[config.mk]
export PLATFORM = sky130hd
export DESIGN_NAME = scs_top
export DESIGN_NICKNAME = d
export VERILOG_FILES = /design/src/rtl/scs_pkg.sv /design/src/rtl/scs_post_if.sv /design/src/rtl/scs_top.sv /design/src/rtl/scs_postscaler.sv
export SDC_FILE = /design/constraint.sdc
export NUM_CORES = 1
export LEC_CHECK = 0
export ABC_AREA = 1
export BUFFER_PORTS_ARGS = -buffer_cell sky130_fd_sc_hd__buf_2
export CAP_MARGIN = 10
export CELL_PAD_IN_SITES_DETAIL_PLACEMENT = 0
export CELL_PAD_IN_SITES_GLOBAL_PLACEMENT = 2
export CORE_UTILIZATION = 27
export DETAILED_ROUTE_END_ITERATION = 8
export PLACE_DENSITY_LB_ADDON = 0.15
export SLEW_MARGIN = 20
export SYNTH_ARGS = -nofsm -noshare
export SYNTH_HDL_FRONTEND = slang
export SYNTH_SLANG_ARGS = --single-unit
[constraint.sdc]
create_clock -name clk -period 2.3 [get_ports clk]
set_input_delay 0.23 -clock clk [delete_from_list [all_inputs] [get_ports clk]]
set_output_delay 0.23 -clock clk [all_outputs]
set_load 0.05 [all_outputs]
[src/rtl/scs_pkg.sv]
// package for the system clock source select block
// assumes a single 100 MHz system clock and an AXI4-Lite register slave
package scs_pkg;
	// clock source modes held in the first configuration word
	typedef enum logic [2:0] {
		SCS_LP = 3'h0, // low_power_crystal_mode
		SCS_XT = 3'h1, // medium_gain_crystal_mode
		SCS_HS = 3'h2, // high_gain_crystal_mode
		SCS_EC = 3'h3, // external_clock_mode
		SCS_INTIO = 3'h4, // internal_osc_io_mode
		SCS_INTCLK = 3'h5, // internal_osc_clockout_mode
		SCS_RC_IO_MODE = 3'h6, // rc_io_mode
		SCS_RCCLK = 3'h7 // rc_clockout_mode
	} scs_mode_t;
	// amplifier gain driven to the resonator
	typedef enum logic [1:0] {
		SCS_GAIN_OFF = 2'h0,
		SCS_GAIN_LOW = 2'h1,
		SCS_GAIN_MED = 2'h2,
		SCS_GAIN_HIGH = 2'h3
	} scs_gain_t;
	// postscaler switch states, one-hot
	typedef enum logic [1:0] {
		SCS_SW_RUN = 2'b01,
		SCS_SW_WAIT = 2'b10
	} scs_sw_t;
	// register map (byte addresses)
	localparam logic [3:0] OSC_CTRL_OFS = 4'h0;
	localparam logic [3:0] CFG_VIEW_OFS = 4'h4;
	// oscillator control field layout
	localparam int FSEL_LSB = 4;
	localparam int LOCKED_BIT = 3;
	localparam int STABLE_BIT = 2;
	localparam logic [1:0] FSEL_RESET = 2'h2;
	// divide-by-4 for the clock out pin
	localparam int CLKOUT_DIV = 4;
	// settling times of the internal oscillator, in us
	localparam int LOCK_TIME_US = 2;
	localparam int STABLE_TIME_US = 5;
	localparam int CLK_MHZ = 100;
	localparam int LOCK_CYCLES = LOCK_TIME_US * CLK_MHZ;
	localparam int STABLE_CYCLES = STABLE_TIME_US * CLK_MHZ;
	// axi response codes
	localparam logic [1:0] RESP_OKAY = 2'h0;
	localparam logic [1:0] RESP_SLVERR = 2'h2;
endpackage : scs_pkg

[src/rtl/scs_post_if.sv]
// interface between control and the glitch-free postscaler
// assumes both ends on clk
`timescale 1ns/1ps
`default_nettype none
interface scs_post_if;
	logic [1:0] fsel;
	logic src_tick;
	logic out_clk;
	logic out_tick;
	modport ctrl (output fsel, output src_tick, input out_clk, input out_tick);
	modport post (input fsel, input src_tick, output out_clk, output out_tick);
endinterface : scs_post_if
`default_nettype wire

[src/rtl/scs_top.sv]
// clock source select and internal frequency control
// assumes clk 100 MHz, pins sampled here, fuses static after programming
//
// Decided for this implementation: register access over AXI4-Lite and the placing of the registers.
`timescale 1ns/1ps
`default_nettype none
module scs_top (
	// system
	input wire logic clk,
	input wire logic arst_n,
	input wire logic clk_en,
	// configuration fuses
	input wire logic [2:0] clock_source_select,
	input wire logic pll_fuse,
	// oscillator source ticks, one per half period, and the clock input pin level
	input wire logic hfosc_tick,
	input wire logic lfosc_tick,
	input wire logic clock_input_pin,
	// pin control
	output logic clk_in_pin_is_io,
	output logic clk_out_pin_is_io,
	output logic clock_output_pin,
	output logic clock_output_pin_oe_n,
	output logic [1:0] amp_gain,
	output logic sys_clk_level,
	output logic int_clk_level,
	// axi4-lite slave
	input wire logic [3:0] s_awaddr,
	input wire logic s_awvalid,
	output logic s_awready,
	input wire logic [31:0] s_wdata,
	input wire logic [3:0] s_wstrb,
	input wire logic s_wvalid,
	output logic s_wready,
	output logic [1:0] s_bresp,
	output logic s_bvalid,
	input wire logic s_bready,
	input wire logic [3:0] s_araddr,
	input wire logic s_arvalid,
	output logic s_arready,
	output logic [31:0] s_rdata,
	output logic [1:0] s_rresp,
	output logic s_rvalid,
	input wire logic s_rready
);
	////////////////////////////////////////////////////////////////////////
	// reset synchroniser
	logic rst_a;
	logic rst_n;
	always_ff @(posedge clk or negedge arst_n) begin
		if (!arst_n) begin
			rst_a <= 1'b0;
			rst_n <= 1'b0;
		end else begin
			rst_a <= 1'b1;
			rst_n <= rst_a;
		end
	end

	////////////////////////////////////////////////////////////////////////
	// pin and tick synchronisers
	logic [2:0] sy1;
	logic [2:0] sy2;
	always_ff @(posedge clk or negedge rst_n) begin
		if (!rst_n) begin
			sy1 <= 3'h0;
			sy2 <= 3'h0;
		end else if (clk_en) begin
			sy1 <= {clock_input_pin, lfosc_tick, hfosc_tick};
			sy2 <= sy1;
		end
	end

	////////////////////////////////////////////////////////////////////////
	// fuses captured after reset release, never writable
	scs_pkg::scs_mode_t mode;
	logic pll_on;
	logic fuse_done;
	always_ff @(posedge clk or negedge rst_n) begin
		if (!rst_n) begin
			mode <= scs_pkg::SCS_INTIO;
			pll_on <= 1'b0;
			fuse_done <= 1'b0;
		end else if (clk_en && !fuse_done) begin
			mode <= scs_pkg::scs_mode_t'(clock_source_select);
			pll_on <= pll_fuse;
			fuse_done <= 1'b1;
		end
	end

	////////////////////////////////////////////////////////////////////////
	// mode decode
	wire is_rc = (mode == scs_pkg::SCS_RCCLK) || (mode == scs_pkg::SCS_RC_IO_MODE);
	wire is_int = (mode == scs_pkg::SCS_INTCLK) || (mode == scs_pkg::SCS_INTIO);
	wire is_xtal = (mode == scs_pkg::SCS_HS) || (mode == scs_pkg::SCS_XT) ||
		(mode == scs_pkg::SCS_LP);
	wire drive_clkout = (mode == scs_pkg::SCS_RCCLK) || (mode == scs_pkg::SCS_INTCLK);
	// input pin is I/O only in internal modes
	wire in_io = is_int;
	// output pin is I/O in rc io, internal io and external clock
	wire out_io = (mode == scs_pkg::SCS_RC_IO_MODE) || (mode == scs_pkg::SCS_INTIO) ||
		(mode == scs_pkg::SCS_EC);
	wire [1:0] gain = (mode == scs_pkg::SCS_HS) ? scs_pkg::SCS_GAIN_HIGH :
		(mode == scs_pkg::SCS_XT) ? scs_pkg::SCS_GAIN_MED :
		(mode == scs_pkg::SCS_LP) ? scs_pkg::SCS_GAIN_LOW : scs_pkg::SCS_GAIN_OFF;

	////////////////////////////////////////////////////////////////////////
	// internal source: 16 MHz locked source or 500 kHz oscillator
	wire src_tick = pll_on ? sy2[0] : sy2[1];
	logic [1:0] fsel;
	scs_post_if pif ();
	assign pif.fsel = fsel;
	assign pif.src_tick = src_tick;
	scs_postscaler u_post (
		.clk(clk),
		.rst_n(rst_n),
		.clk_en(clk_en),
		.pif(pif)
	);

	////////////////////////////////////////////////////////////////////////
	// selected system clock level and its rising edges
	wire sel_level = is_int ? pif.out_clk : sy2[2];
	logic sel_q;
	always_ff @(posedge clk or negedge rst_n) begin
		if (!rst_n) begin
			sel_q <= 1'b0;
		end else if (clk_en) begin
			sel_q <= sel_level;
		end
	end
	wire sys_rise = clk_en & sel_level & ~sel_q;

	////////////////////////////////////////////////////////////////////////
	// clock out: system clock divided by four
	logic [1:0] div4;
	always_ff @(posedge clk or negedge rst_n) begin
		if (!rst_n) begin
			div4 <= 2'h0;
		end else if (sys_rise) begin
			div4 <= div4 + 2'h1;
		end
	end

	////////////////////////////////////////////////////////////////////////
	// internal oscillator settling: locked then stable
	logic [9:0] settle;
	wire locked = (settle >= 10'(scs_pkg::LOCK_CYCLES));
	wire stable = (settle >= 10'(scs_pkg::STABLE_CYCLES));
	always_ff @(posedge clk or negedge rst_n) begin
		if (!rst_n) begin
			settle <= 10'h0;
		end else if (clk_en && !stable) begin
			settle <= settle + 10'h1;
		end
	end

	////////////////////////////////////////////////////////////////////////
	// axi4-lite write path
	logic aw_hold;
	logic w_hold;
	logic [3:0] aw_q;
	logic [31:0] w_q;
	logic [3:0] strb_q;
	logic bvalid;
	wire aw_take = s_awvalid & ~aw_hold & ~bvalid;
	wire w_take = s_wvalid & ~w_hold & ~bvalid;
	wire wr_go = clk_en & aw_hold & w_hold & ~bvalid;
	wire wr_ctrl = wr_go && (aw_q == scs_pkg::OSC_CTRL_OFS);
	wire wr_ok = (aw_q == scs_pkg::OSC_CTRL_OFS) || (aw_q == scs_pkg::CFG_VIEW_OFS);
	logic [1:0] bresp;
	always_ff @(posedge clk or negedge rst_n) begin
		if (!rst_n) begin
			aw_hold <= 1'b0;
			w_hold <= 1'b0;
			aw_q <= 4'h0;
			w_q <= 32'h0;
			strb_q <= 4'h0;
			bvalid <= 1'b0;
			bresp <= scs_pkg::RESP_OKAY;
		end else if (clk_en) begin
			if (aw_take) begin
				aw_hold <= 1'b1;
				aw_q <= s_awaddr;
			end
			if (w_take) begin
				w_hold <= 1'b1;
				w_q <= s_wdata;
				strb_q <= s_wstrb;
			end
			if (wr_go) begin
				aw_hold <= 1'b0;
				w_hold <= 1'b0;
				bvalid <= 1'b1;
				bresp <= wr_ok ? scs_pkg::RESP_OKAY : scs_pkg::RESP_SLVERR;
			end else if (bvalid && s_bready) begin
				bvalid <= 1'b0;
			end
		end
	end

	// frequency select register, the only writable field
	always_ff @(posedge clk or negedge rst_n) begin
		if (!rst_n) begin
			fsel <= scs_pkg::FSEL_RESET;
		end else if (wr_ctrl && strb_q[0]) begin
			fsel <= w_q[scs_pkg::FSEL_LSB +: 2];
		end
	end

	////////////////////////////////////////////////////////////////////////
	// axi4-lite read path
	wire [31:0] ctrl_word = {26'h0, fsel, locked, stable, 2'h0};
	wire [31:0] cfg_word = {28'h0, pll_on, mode};
	wire rd_ok = (s_araddr == scs_pkg::OSC_CTRL_OFS) || (s_araddr == scs_pkg::CFG_VIEW_OFS);
	wire [31:0] rd_word = (s_araddr == scs_pkg::OSC_CTRL_OFS) ? ctrl_word :
		(s_araddr == scs_pkg::CFG_VIEW_OFS) ? cfg_word : 32'h0;
	logic rvalid;
	logic [31:0] rdata;
	logic [1:0] rresp;
	wire ar_take = clk_en & s_arvalid & ~rvalid;
	always_ff @(posedge clk or negedge rst_n) begin
		if (!rst_n) begin
			rvalid <= 1'b0;
			rdata <= 32'h0;
			rresp <= scs_pkg::RESP_OKAY;
		end else if (clk_en) begin
			if (ar_take) begin
				rvalid <= 1'b1;
				rdata <= rd_word;
				rresp <= rd_ok ? scs_pkg::RESP_OKAY : scs_pkg::RESP_SLVERR;
			end else if (rvalid && s_rready) begin
				rvalid <= 1'b0;
			end
		end
	end

	////////////////////////////////////////////////////////////////////////
	// outputs
	assign s_awready = clk_en & ~aw_hold & ~bvalid;
	assign s_wready = clk_en & ~w_hold & ~bvalid;
	assign s_bvalid = bvalid;
	assign s_bresp = bresp;
	assign s_arready = clk_en & ~rvalid;
	assign s_rvalid = rvalid;
	assign s_rdata = rdata;
	assign s_rresp = rresp;
	assign clk_in_pin_is_io = in_io;
	assign clk_out_pin_is_io = out_io;
	assign clock_output_pin = drive_clkout & div4[1];
	assign clock_output_pin_oe_n = ~(drive_clkout | is_xtal);
	assign amp_gain = gain;
	assign sys_clk_level = sel_q;
	assign int_clk_level = pif.out_clk;

	////////////////////////////////////////////////////////////////////////
	// checks
	a_reset_fsel: assert property (@(posedge clk) $rose(rst_n) |-> fsel == 2'h2)
		else $error("select not 10 after reset");
	a_fsel_write: assert property (@(posedge clk) disable iff (!rst_n)
		wr_ctrl && strb_q[0] |=> fsel == $past(w_q[5:4])) else $error("select write lost");
	a_rc_pins: assert property (@(posedge clk) disable iff (!rst_n)
		mode == scs_pkg::SCS_RCCLK |-> !clk_in_pin_is_io && !clk_out_pin_is_io && !clock_output_pin_oe_n)
		else $error("rc clockout pins wrong");
	a_rc_io_mode_pins: assert property (@(posedge clk) disable iff (!rst_n)
		mode == scs_pkg::SCS_RC_IO_MODE |-> clk_out_pin_is_io && clock_output_pin_oe_n)
		else $error("rc io pins wrong");
	a_intclk_pins: assert property (@(posedge clk) disable iff (!rst_n)
		mode == scs_pkg::SCS_INTCLK |-> clk_in_pin_is_io && !clk_out_pin_is_io)
		else $error("internal clockout pins wrong");
	a_intio_pins: assert property (@(posedge clk) disable iff (!rst_n)
		mode == scs_pkg::SCS_INTIO |-> clk_in_pin_is_io && clk_out_pin_is_io)
		else $error("internal io pins wrong");
	a_ec_pins: assert property (@(posedge clk) disable iff (!rst_n)
		mode == scs_pkg::SCS_EC |-> !clk_in_pin_is_io && clk_out_pin_is_io)
		else $error("external clock pins wrong");
	a_hs_gain: assert property (@(posedge clk) disable iff (!rst_n)
		mode == scs_pkg::SCS_HS |-> amp_gain == 2'h3) else $error("gain wrong");
	a_flags_order: assert property (@(posedge clk) disable iff (!rst_n)
		ctrl_word[2] |-> ctrl_word[3]) else $error("stable before locked");
	a_fuse_fixed: assert property (@(posedge clk) disable iff (!rst_n)
		fuse_done && $past(fuse_done) |-> $stable(pll_on)) else $error("pll fuse changed");
	c_write: cover property (@(posedge clk) disable iff (!rst_n) wr_ctrl);
	c_read: cover property (@(posedge clk) disable iff (!rst_n) ar_take && rd_ok);
	c_stable: cover property (@(posedge clk) disable iff (!rst_n) $rose(stable));
	c_int_rise: cover property (@(posedge clk) disable iff (!rst_n) pif.out_tick);
endmodule : scs_top
`default_nettype wire

[src/rtl/scs_postscaler.sv]
// postscaler: divides the internal source by 1, 2, 4 or 8
// assumes src_tick marks each source half period on clk
`timescale 1ns/1ps
`default_nettype none
module scs_postscaler (
	// system
	input wire logic clk,
	input wire logic rst_n,
	input wire logic clk_en,
	// link to control
	scs_post_if.post pif
);
	logic [3:0] cnt;
	logic [1:0] fsel_act;
	logic out_q;
	wire [3:0] next_cnt = cnt + 4'h1;
	// divided level per setting: 11 /1, 10 /2, 01 /4, 00 /8; one tick is a source half period
	wire lvl_new = (fsel_act == 2'h3) ? next_cnt[0] :
		(fsel_act == 2'h2) ? next_cnt[1] :
		(fsel_act == 2'h1) ? next_cnt[2] : next_cnt[3];
	// all dividers low together only when counter wraps to zero
	wire all_low = (next_cnt == 4'h0);

	////////////////////////////////////////////////////////////////////////
	// counter, output level and safe divisor switch
	always_ff @(posedge clk or negedge rst_n) begin
		if (!rst_n) begin
			cnt <= 4'h0;
			out_q <= 1'b0;
			fsel_act <= scs_pkg::FSEL_RESET;
		end else if (clk_en && pif.src_tick) begin
			cnt <= next_cnt;
			out_q <= all_low ? 1'b0 : lvl_new;
			if (all_low) begin
				fsel_act <= pif.fsel;
			end
		end
	end

	assign pif.out_clk = out_q;
	assign pif.out_tick = clk_en & pif.src_tick & ~out_q & lvl_new;

	// selection changes only while output is low
	a_switch_low: assert property (@(posedge clk) disable iff (!rst_n)
		fsel_act != $past(fsel_act) |-> !out_q) else $error("divisor switched high");
endmodule : scs_postscaler
`default_nettype wire

### After elaboration in Yosys (flattened, before gate mapping)

Cells that the tools add are included.

| storage, ports and cells | value |
|---|---|
| register bits after elaboration | 86 |
| latch bits | 0 |
| memory bits (writable) | 0 |
| bits in read-only memories | 0 |
| bits of input ports | 59 |
| output and inout port bits | 49 |
| logic and storage cells | 120 |
| memories | 0 |

| cells by class | value |
|---|---|
| $add $sub $neg | 3 |
| multiply operators | 0 |
| div/mod/pow operators | 0 |
| order comparisons | 2 |
| eq/ne operators | 12 |
| shifts and indexed selects | 0 |
| mux-type cells | 21 |
| bitwise logic cells | 24 |
| reduce and logical (&&, ||, !) cells | 34 |

Operator list:

| operator | count |
|---|---|
| $reduce_and 2->1 | 9 |
| $and 1x1->1 | 17 |
| $mux 1 | 15 |
| $eq 3x3->1 const B | 4 |
| $logic_not 4->1 | 3 |
| $add 10x1->10 const B | 1 |
| $ge 10x8->1 const B | 1 |
| $ge 10x9->1 const B | 1 |
| $eq 4x3->1 const B | 2 |
| $logic_or 1x1->1 | 8 |
| $mux 2 | 4 |
| $reduce_bool 2->1 | 4 |
| $logic_and 1x1->1 | 7 |
| $eq 3x2->1 const B | 2 |
| $mux 6 | 1 |
| $not 1->1 | 6 |
| $add 4x1->4 const B | 1 |
| $eq 2x2->1 const B | 2 |
| $mux 4 | 1 |
| $eq 3x1->1 const B | 1 |
| $logic_not 3->1 | 1 |
| $add 2x1->2 const B | 1 |
| $eq 2x1->1 const B | 1 |
| $logic_not 1->1 | 2 |
| $or 1x1->1 | 1 |

### Logic depth before layout (Yosys ltp)

Gate-level depths: netlist (run 1).

| depth | value |
|---|---|
| word-level depth | 5 |
| gate-level depth with buffers | 8 |
| depth with buffers taken out | 8 |

### Modules after synthesis

From an unflattened synthesis (run 1), not the netlist that was laid out.

| unflattened totals | value |
|---|---|
| cells, all modules | 338 |
| area, all modules | 2765.2 µm² |

By module, submodules not included:

| module | times used | cells an instance | area an instance (µm²) | sequential area each (µm²) |
|---|---|---|---|---|
| scs_top | 1 | 284 | 2357.3 | 1178.6 |
| scs_postscaler | 1 | 54 | 407.9 | 176.4 |

### Least setup slack after synthesis (run 1)

Ideal clock, no wire load.

| timing | value |
|---|---|
| path type | reg-to-output |
| from | reg mode[2] |
| to | out clock_output_pin |
| arrival | 1.663 ns |
| required time | 2.070 ns |
| setup slack | 0.407 ns |
| stages on the path, launching flop included | 3 |
| buffers on the path | 0 |
| path through | dfstp_2 inv_1 nor3_1 |

| on the way | value |
|---|---|
| word-level cells in the longest chain between the ends | 3 |
| elaborated cells between the ends (all ways) | 4 |
| classes of those cells | eq/ne (2); bitwise (1); reduce/logical (1) |

RTL lines:

| item | RTL line | source |
|---|---|---|
| from (decl) | scs_top.sv:76 | `scs_pkg::scs_mode_t mode;` |
| from (signal assigned) | scs_top.sv:81 | `mode <= scs_pkg::SCS_INTIO;` |
| from (signal assigned) | scs_top.sv:85 | `mode <= scs_pkg::scs_mode_t'(clock_source_select);` |
| $eq 3x3->1 | scs_top.sv:97 | `wire drive_clkout = (mode == scs_pkg::SCS_RCCLK) \|\| (mode == scs_pkg::SCS_INTCLK);` |
| $logic_or 1x1->1 (*) | scs_top.sv:97 |  |
| $and 1x1->1 (*) | scs_top.sv:250 | `assign clock_output_pin = drive_clkout & div4[1];` |
| to (decl) | scs_top.sv:22 | `output logic clock_output_pin,` |

Mark *: on every way between the ends. The rest lies on a longest branch, timed or not.

### Worst setup path after layout (run 1)

| timing | value |
|---|---|
| from | reg mode[2] |
| to | out clock_output_pin_oe_n |

| on the way | value |
|---|---|
| word-level cells in the longest chain between the ends | 5 |
| elaborated cells between the ends (all ways) | 10 |
| classes of those cells | eq/ne (4); bitwise (2); reduce/logical (4) |

RTL lines:

| item | RTL line | source |
|---|---|---|
| $eq 3x2->1 / $eq 3x1->1 (equally long branches) | scs_top.sv:95 | `wire is_xtal = (mode == scs_pkg::SCS_HS) \|\| (mode == scs_pkg::SCS_XT) \|\|` |
| $logic_or 1x1->1 (2 in a row) | scs_top.sv:95 |  |
| $or 1x1->1 (*) | scs_top.sv:251 | `assign clock_output_pin_oe_n = ~(drive_clkout \| is_xtal);` |
| $not 1->1 (*) | scs_top.sv:251 |  |
| to (decl) | scs_top.sv:23 | `output logic clock_output_pin_oe_n,` |

Marks and branches as above.

==> results.ini, run 1 <==
[detailed_routing]
drt_iter0_drc = 65
drt-total-wl_um = 5920
antenna_left = 0
vias_per_cell = 4.06
wl_per_cell_um = 11.2
remaining_drc_errors = 0
num_vias = 2152
first_pass_iters = 4

[floorplan]
initial_core_util = 0.279
core_area_mm2 = 0.0103
die_area_mm2 = 0.0111
dieWidth_um = 105
io_pins = 108
rows = 37
die_y_um = 105

[yosys]
synth_area_mm2 = 0.00288
ys_top_cells_by_area = dfrtp_1, nand2_1, buf_4, inv_1, nor2_1
syn_inst = 342
synth.largest_area_cell = dfrtp_1
yosysTopAreaCellShare = 0.443
synth-seq-cells = 54
yosys_warnings = 0
async_flop_share = 1.00
ys.flop_type = dfrtp_1
ys_seq_area_frac = 0.471
synth-edff-count = 0
synth.distinct_cells = 35
avgSynthCellArea_um2 = 8.41

[grt]
gr-total-overflow = 0
grt_pass1_wl_um = 9920
globalRouteTotalUtil = 0.113
grt_pass1_vias = 2084
grt_max_degree = 53
antenna_found_initial = 0

[timing]
clock_skew_ns = 0.00887
rsz0062_at_grt = no
fin_setup_tns_ns = 0
setup_viol_count_final = 0
finalCritPeriodShare = 0.779
hold_ws_ns = 0.115
drv_slew = 0
max_freq_mhz = 558
hold_viol_final = 0
min_period_ns = 1.79

[power_and_ir_drop]
p_per_area_mw_per_mm2 = 953
max-vdd-ir-drop_mv = 0.456
p_comb_frac = 0.361
power_frac_seq = 0.465
p_int_w = 0.00176
switching_share = 0.434
switchingPower_w = 0.00135
p_leak_nw = 1.71
clkPwrFrac = 0.174

[clock_network]
ctsResizeCount = 0
cts_sinks = 54
cts_buffers = 5
cts_tree = yes
clock_latency_ns = 0.31
cts_root_buf = clkbuf_8
cts_buffer_depth = 2
path_clk_slew_ns = 0.10
htreeDepth = 2

[placed_design]
dp_hpwl_um = 4460
port_buffers = 46
routabilityCongestion = 0.711
dp_cells = 521

[cells_and_area]
stdcell_count = 530
drive_above_1_share = 0.218
area_growth_pct = 13.7
final_common_cell = nand2_1
layout_common_cells = nand2_1, dfrtp_1, buf_2, inv_1, conb_1
fillers = 1124
nets = 456
n_antenna_cell = 0

[status]
status = finished, final reports clean

[critical_path]
endpoint_kind = primary output
r2r_cells = 8
crit_required_ns = 2.07
cp.arrival_ns = 1.56
crit_type = reg2out
crit_path_start_kind = register
cp_max_fo = 5

[hold_path]
hold_class = in2reg
min_path_cells = 3

[flow_run]
maxCapViolations = 0

## flip-flops by register name, indices dropped and copies added, names as in the netlist, 3 cells and up
signal      cells
s_rdata         6
sy2             3
u_post.cnt      4
sy1             3
mode            3
aw_q            4
settle         10
## cell families after synthesis
kind of cell	after synthesis	share of synthesized area
flops	54	0.471
compound gates	38	0.0783
simple gates	169	0.281
buf+inv	69	0.131
fa+ha+maj	4	0.0174
other cells	2	0.00261
xor+xnor	6	0.0183
## worst paths after layout
check / start / slack [ns] / to
hold / removal: lfosc_tick / 0.12 / sy1[1]
min in group asynchronous: arst_n / 0.22 / rst_n
setup / recovery: mode[2] / 0.51 / clock_output_pin_oe_n
hold reg to reg: rst_n / 0.26 / settle[3]
setup reg to reg: u_post.cnt[0] / 0.74 / u_post.fsel_act[0]
max in group asynchronous: rst_n / 1.74 / mode[2]
## cell usage after synthesis, types with 2 or more instances
cell / instances
clkbuf_1: 2
xnor2_1: 2
inv_4: 2
buf_4: 28
nor2_2: 4
nand3_2: 4
inv_2: 2
nor2_1: 25
nand3_1: 16
a21oi_1: 9
inv_1: 33
nor2_4: 2
nor3_1: 3
dfrtp_1: 51
ha_1: 4
nor2_8: 3
xor2_1: 4
nand4_1: 6
nand2_2: 2
dfstp_2: 3
o21a_1: 2
o21ai_1: 4
o21ai_0: 16
o21ai_2: 4
conb_1: 2
nand2_1: 100
## worst max-delay path, stage by stage (launching register included)
cell,delay (ns)
dfstp_2,0.59
inv_1,0.10
o21ai_0,0.15
o21a_1,0.17
buf_2,0.25
## area by class of cell
class	count	area [um2]	area share
clock inverter	2	13.8	0.00421
inverter	37	144	0.0440
timing repair buffer	49	268	0.0819
tap	136	170	0.0520
clock buffer	6	72.6	0.0222
sequential	54	1360	0.415
multi-input combinational	246	1250	0.381
## per-layer routing
metal / wire (um) / track usage / vias to the layer above
met5: 0 / 0 / -
met4: 17 / 0.0362 / 0
met3: 247 / 0.0210 / 3
met2: 2620 / 0.171 / 54
met1: 3040 / 0.162 / 980
li1: - / - / 1115
## repair_timing
action	in CTS	in global routing
hold buffers	1	0
setup buffers	0	0
endpoints found under the hold margin	2	0
## power groups by stage
stage / clock (W) / sequential [W] / combinational, W
after floorplan: 0 / 0.00158 / 0.000809
after global placement: 0 / 0.00147 / 0.00114
after detailed placement: 0 / 0.00147 / 0.00114
after CTS: 0.000578 / 0.00146 / 0.00115
after global routing: 0.000607 / 0.00149 / 0.00126
final: 0.000544 / 0.00145 / 0.00112
## stage by stage
stage	total power [W]	worst slack (ns)	cell area, um2	utilization
global route	0.00336	0.397	3270	0.317
floorplan	0.00239	0.407	2980	-
global placement	0.00261	0.754	3170	0.307
detailed placement	0.00262	0.759	3170	0.307
CTS	0.00318	0.482	3270	0.317
finish	0.00312	0.507	3270	0.317
No activity file was read; power rests on OpenSTA's default activity.
==> run 2, diff against run 1 <==
--- a/config.mk
+++ b/config.mk
@@ -5,12 +5,12 @@
 export SDC_FILE = /design/constraint.sdc
 export NUM_CORES = 1
 export LEC_CHECK = 0
-export ABC_AREA = 1
+export ABC_AREA = 0
 export BUFFER_PORTS_ARGS = -buffer_cell sky130_fd_sc_hd__buf_2
 export CAP_MARGIN = 10
 export CELL_PAD_IN_SITES_DETAIL_PLACEMENT = 0
 export CELL_PAD_IN_SITES_GLOBAL_PLACEMENT = 2
-export CORE_UTILIZATION = 27
+export CORE_UTILIZATION = 29
 export DETAILED_ROUTE_END_ITERATION = 8
 export PLACE_DENSITY_LB_ADDON = 0.15
 export SLEW_MARGIN = 20
==> constraint.sdc (replaced) <==
create_clock -name clk -period 1.7 [get_ports clk]
set_input_delay 0.17 -clock clk [delete_from_list [all_inputs] [get_ports clk]]
set_output_delay 0.17 -clock clk [all_outputs]
set_load 0.05 [all_outputs]
==> results.ini, run 2 <==
[critical_path]
crit_required_ns = 1.53  ; -0.54 ns
endpoint_kind = primary output
cp_max_fo = 5  ; unchanged
cp.arrival_ns = 1.44  ; -0.12 ns
crit_path_start_kind = register
crit_type = reg2out

[yosys]
ys.flop_type = dfrtp_1
yosys_warnings = 0  ; unchanged
ys_seq_area_frac = 0.512  ; +0.0412
async_flop_share = 1.00  ; unchanged
syn_inst = 234  ; -32%
ys_top_cells_by_area = dfrtp_1, buf_4, mux2_1, dfstp_2, nand2_1
synth-seq-cells = 54  ; unchanged
synth_area_mm2 = 0.00265  ; -8.0%
synth.distinct_cells = 52  ; +49%
yosys-top-cells-count = dfrtp_1, buf_4, nand2_1
avgSynthCellArea_um2 = 11.3  ; +34%
yosysTopAreaCellShare = 0.482  ; +0.0388
synth.largest_area_cell = dfrtp_1
synth-edff-count = 0  ; unchanged
synth_most_common_cell = dfrtp_1

[grt]
gr-total-overflow = 0  ; unchanged
globalRouteTotalUtil = 0.106  ; -0.00654
antenna_found_initial = 0  ; unchanged
grt_pass1_wl_um = 8090  ; -18%
grt_max_degree = 39  ; -26%
grt_pass1_vias = 1678  ; -19%

[timing]
tightest_slew_ns = 0.493
finalCritPeriodShare = 0.945
setup_viol_count_final = 0  ; unchanged
slew_headroom = 0.669
rsz0062_at_grt = no
fin_setup_tns_ns = 0  ; unchanged
max_freq_mhz = 623
hold_viol_final = 0  ; unchanged
hold_ws_ns = 0.0778  ; -0.0373 ns
drv_slew = 0  ; unchanged
min_period_ns = 1.61
clock_skew_ns = 0.00496  ; -0.00391 ns
worst_slack_ns = 0.0937  ; -0.414 ns

[cells_and_area]
n_antenna_cell = 0  ; unchanged
largest_reg_flops = 10  ; unchanged
multi_input_area_mm2 = 0.00116  ; -6.6%
layout_common_cells = dfrtp_1, buf_2, conb_1, nand2_1, mux2_1
final_common_cell = dfrtp_1
area_growth_pct = 18.5
regMostFlops = settle
seq_area_mm2 = 0.00136  ; about the same
nets = 355  ; -22%
stdcell_count = 401  ; -24%
fillers = 926  ; -18%
drive_above_1_share = 0.307  ; +0.0889

[detailed_routing]
wl_per_cell_um = 12.1  ; +8.5%
remaining_drc_errors = 0  ; unchanged
num_vias = 1735  ; -19%
vias_per_cell = 4.33  ; +6.6%
drt_iter0_drc = 32  ; -51%
drt-total-wl_um = 4860  ; -18%
antenna_left = 0  ; unchanged
first_pass_iters = 4  ; unchanged

[placed_design]
dp_slack_ns = -0.00384  ; -0.763 ns
port_buffers = 46  ; unchanged
dp_cells = 392  ; -25%
routabilityCongestion = 0.688  ; -3.2%
dp_hpwl_um = 3680  ; -17%

[clock_network]
cts_root_buf = clkbuf_8
cts_buffers = 5  ; unchanged
cts_tree = yes
htreeDepth = 2  ; unchanged
path_clk_slew_ns = 0.09  ; about the same
cts_buffer_depth = 2  ; unchanged
clock_latency_ns = 0.30  ; about the same
cts_sinks = 54  ; unchanged

[floorplan]
initial_core_util = 0.302  ; +0.0232
die_y_um = 97.5  ; -7.3%
rows = 34  ; -8.1%
io_pins = 108  ; unchanged
core_area_mm2 = 0.00876  ; -15%
dieWidth_um = 97.5  ; -7.3%
die_area_mm2 = 0.00951  ; -14%

[status]
status = finished, final reports clean

[power_and_ir_drop]
p_leak_nw = 1.47  ; -14%
p_per_area_mw_per_mm2 = 1440  ; +51%
max-vdd-ir-drop_mv = 0.503  ; +10%
power.total_w = 0.00452  ; +45%

[flow_run]
maxCapViolations = 0  ; unchanged

[hold_path]
hold_class = in2reg

## run 2: cell types whose count changed after synthesis, sizes merged, moves of 3 or more
cell / before / now
inv: 37 / 5
mux2: 0 / 23
nor2b: 0 / 3
a21oi: 9 / 4
nor2: 34 / 12
nand2: 103 / 20
nand3: 21 / 8
xnor2: 2 / 8
o21ai: 25 / 13
nand4: 7 / 2
## run 2: layout make-up
cell class | instances | share of cell area
clock inverters | 1 | 0.00957
multi-input cells | 167 | 0.371
inverters | 5 | 0.00598
well taps | 108 | 0.0431
clock buffers | 7 | 0.0275
flip-flops and latches | 54 | 0.433
repair buffers | 59 | 0.110
## run 2: per-stage QoR
step | area [um2] | utilization
2_1_floorplan | 2770 | -
3_3_place_gp | 2990 | 0.341
3_5_place_dp | 2990 | 0.341
4_1_cts | 3120 | 0.356
5_1_grt | 3140 | 0.358
6_report | 3140 | 0.358
## run 2: worst max-delay path, stage by stage, from the launching register on
cell and delay (ns):
dfstp_2 0.54, buf_4 0.13, inv_1 0.07, o21ai_0 0.13
buf_2 0.28
## run 2: per-layer routing
| layer | track usage | up-vias | wire length, um |
|---|---|---|---|
| met5 | 0 | - | 0 |
| met4 | 0.0271 | 0 | 53 |
| met3 | 0.0273 | 6 | 202 |
| met2 | 0.167 | 44 | 2250 |
| met1 | 0.146 | 821 | 2350 |
| li1 | - | 864 | - |
## run 2: kinds of logic after synthesis
family | Yosys count | synth area share
compound gates | 32 | 0.0856
xor+xnor | 13 | 0.0430
fa+ha+maj | 4 | 0.0189
buf+inv | 40 | 0.0998
flops | 54 | 0.512
mux | 24 | 0.102
other cells | 2 | 0.00284
simple gates | 65 | 0.136
## run 2: final timing paths
check	from	to	slack, ns	depth (start not counted)
min	s_awaddr[0]	aw_q[0]	0.08	2
max reg2reg	u_post.cnt[0]	u_post.fsel_act[0]	0.10	5
max	mode[2]	clk_out_pin_is_io	0.09	4
max in group asynchronous	rst_n	mode[2]	0.93	1
min in group asynchronous	arst_n	rst_n	0.18	2
min reg2reg	rst_n	s_bvalid	0.18	0
## run 2: repair_timing
action | CTS | global route
endpoints found under the hold margin | 2 | 0
buffers inserted | 0 | 0
gates cloned | 0 | 0
resized for setup | 0 | 5
endpoints found under the setup margin | 1 | 4
pin swaps | 1 | 2
hold buffers | 1 | 0
## run 2: power by group
part	switching (W)	internal [W]
clock network	0.000403	0.000481
registers	0.000339	0.00167
logic	0.000972	0.000647
total	0.00172	0.00280
==> run 3, diff against run 2 <==
==> constraint.sdc (replaced) <==
create_clock -name clk -period 1.6 [get_ports clk]
set_input_delay 0.16 -clock clk [delete_from_list [all_inputs] [get_ports clk]]
set_output_delay 0.16 -clock clk [all_outputs]
set_load 0.05 [all_outputs]
==> results.ini, run 3 (same netlist as run 2, synthesis figures left out) <==
[placed_design]
dp_hpwl_um = 3780  ; +2.7%
routabilityCongestion = 0.692  ; +0.58%
dp_slack_ns = -0.104  ; -0.100 ns
dp_cells = 400  ; +2.0%
port_buffers = 46  ; unchanged

[detailed_routing]
remaining_drc_errors = 0  ; unchanged
first_pass_iters = 3  ; -1
drt-total-wl_um = 5210  ; +7.2%
antenna_left = 0  ; unchanged
vias_per_cell = 4.38  ; +1.3%
drt_iter0_drc = 85  ; +170%
wl_per_cell_um = 12.7  ; +5.1%
num_vias = 1792  ; +3.3%

[timing]
clock_skew_ns = 0.00985  ; +0.00489 ns
hold_viol_final = 0  ; unchanged
finalCritPeriodShare = 0.954
setup_viol_count_final = 0  ; unchanged
worst_slack_ns = 0.0739  ; -0.0198 ns
min_period_ns = 1.53
rsz0062_at_grt = yes
drv_slew = 0  ; unchanged
max_freq_mhz = 655

[critical_path]
cpPeakStageDelay_ns = 0.46  ; -0.08 ns
cpMaxStageDelayCell = dfrtp_2
crit_required_ns = 1.82  ; +0.29 ns
cp_max_fo = 4  ; -1
endpoint_kind = register
ff2ff_setup_slack_ns = 0.07  ; -0.03 ns
crit_path_start_kind = register
crit_chain = ha_4 -> buf_6 -> mux2_4 -> o21ai_2 -> o21bai_1 -> a32o_1
crit_type = reg2reg
cp.arrival_ns = 1.74  ; +0.30 ns

[cells_and_area]
nets = 363  ; +2.3%
drive_above_1_share = 0.365  ; +0.0583
regMostFlops = settle
largest_reg_flops = 10  ; unchanged
n_antenna_cell = 0  ; unchanged
area_growth_pct = 22.6
fillers = 905  ; -2.3%
stdcell_count = 409  ; +2.0%
final_common_cell = dfrtp_1
layout_common_cells = dfrtp_1, buf_2, conb_1, nand2_1, buf_4

[grt]
grt_max_degree = 53  ; +36%
gr-total-overflow = 0  ; unchanged
grt_pass1_vias = 1799  ; +7.2%
antenna_found_initial = 0  ; unchanged
globalRouteTotalUtil = 0.118  ; +0.0118
grt_pass1_wl_um = 8910  ; +10%

[floorplan]
core_area_mm2 = 0.00876  ; unchanged
initial_core_util = 0.302  ; unchanged
dieWidth_um = 97.5  ; unchanged
die_area_mm2 = 0.00951  ; unchanged
rows = 34  ; unchanged
io_pins = 108  ; unchanged
die_y_um = 97.5  ; unchanged

[flow_run]
maxCapViolations = 0  ; unchanged

[power_and_ir_drop]
power.total_w = 0.00490  ; +8.6%
p_leak_nw = 1.51  ; +3.0%
max-vdd-ir-drop_mv = 0.767  ; +52%
p_per_area_mw_per_mm2 = 1510  ; +5.0%

[clock_network]
cts_buffers = 5  ; unchanged
path_clk_slew_ns = 0.11  ; +0.02 ns
cts_root_buf = clkbuf_8
cts_sinks = 54  ; unchanged
cts_buffer_depth = 2  ; unchanged
clock_latency_ns = 0.31  ; about the same
htreeDepth = 2  ; unchanged
cts_tree = yes

[status]
status = finished, final reports clean

[hold_path]
hold_class = in2reg

-- run 3: cell count changes in the layout (fill, tap and decap cells not counted), sizes merged --
cell,change
clkbuf,-2
buf,+8
clkinvlp,+1
bufinv,-1
clkinv,+2
-- run 3: power breakdown --
part	total, W	leakage (nW)	internal (W)	switching (W)
registers	0.00214	0.654	0.00178	0.000363
clock network	0.000788	0.0441	0.000309	0.000479
logic	0.00197	0.816	0.000850	0.00112
-- run 3: routing by layer --
metal  routed length, um  share of wire  track usage  vias up
met5                   0              0            0        -
met4                  70          0.013       0.0373        0
met3                 282          0.054       0.0281        6
met2                2270           0.44        0.182       59
met1                2590           0.50        0.164      841
li1                    -              -            -      886
-- run 3: worst paths after layout --
kind                                     from                  to  depth (start not counted)
worst min-delay path              s_awaddr[1]             aw_q[1]                          2
worst max-delay path            u_post.cnt[0]  u_post.pif.out_clk                          6
worst min register to register          rst_n            s_bvalid                          1
min in group asynchronous              arst_n               rst_n                          2
worst max register to register  u_post.cnt[0]  u_post.pif.out_clk                          6
max in group asynchronous               rst_n             fsel[1]                          1
-- run 3: metrics by stage --
step | TNS [ns] | hold slack, ns | area, um2 | util
after floorplan | -1.06 | -0.136 | 2780 | -
after global placement | -0.0768 | -0.0533 | 3060 | 0.349
after detailed placement | -0.168 | -0.0522 | 3060 | 0.349
after CTS | -0.0402 | 0.0465 | 3180 | 0.363
after global routing | -0.0131 | 0.0500 | 3240 | 0.370
final | 0 | 0.0578 | 3240 | 0.370
-- run 3: critical path, delay by kind of cell, from the launching register on --
| family | cells | cell delay (ns) |
|---|---|---|
| adders and majority gates | 1 | 0.19 |
| AOI/OAI and AO/OA | 3 | 0.41 |
| DFF | 1 | 0.46 |
| buffers and inverters | 1 | 0.12 |
| muxes | 1 | 0.26 |
-- run 3: layout make-up --
type | count | area [um2] | share of cell area
Timing Repair Buffer | 67 | 425 | 0.131
Inverter | 5 | 18.8 | 0.00578
Tap cell | 108 | 135 | 0.0417
Multi-Input combinational cell | 167 | 1220 | 0.375
Clock inverter | 3 | 21.3 | 0.00656
Clock buffer | 5 | 68.8 | 0.0212
Sequential cell | 54 | 1360 | 0.419
-- run 3: what timing repair did --
action | in CTS | in global routing
hold endpoints to repair | 2 | 0
pin swaps | 3 | 8
endpoints found under the setup margin | 4 | 6
hold buffers | 1 | 0
resized for setup | 5 | 18
cloned | 0 | 0
buffers inserted | 1 | 1
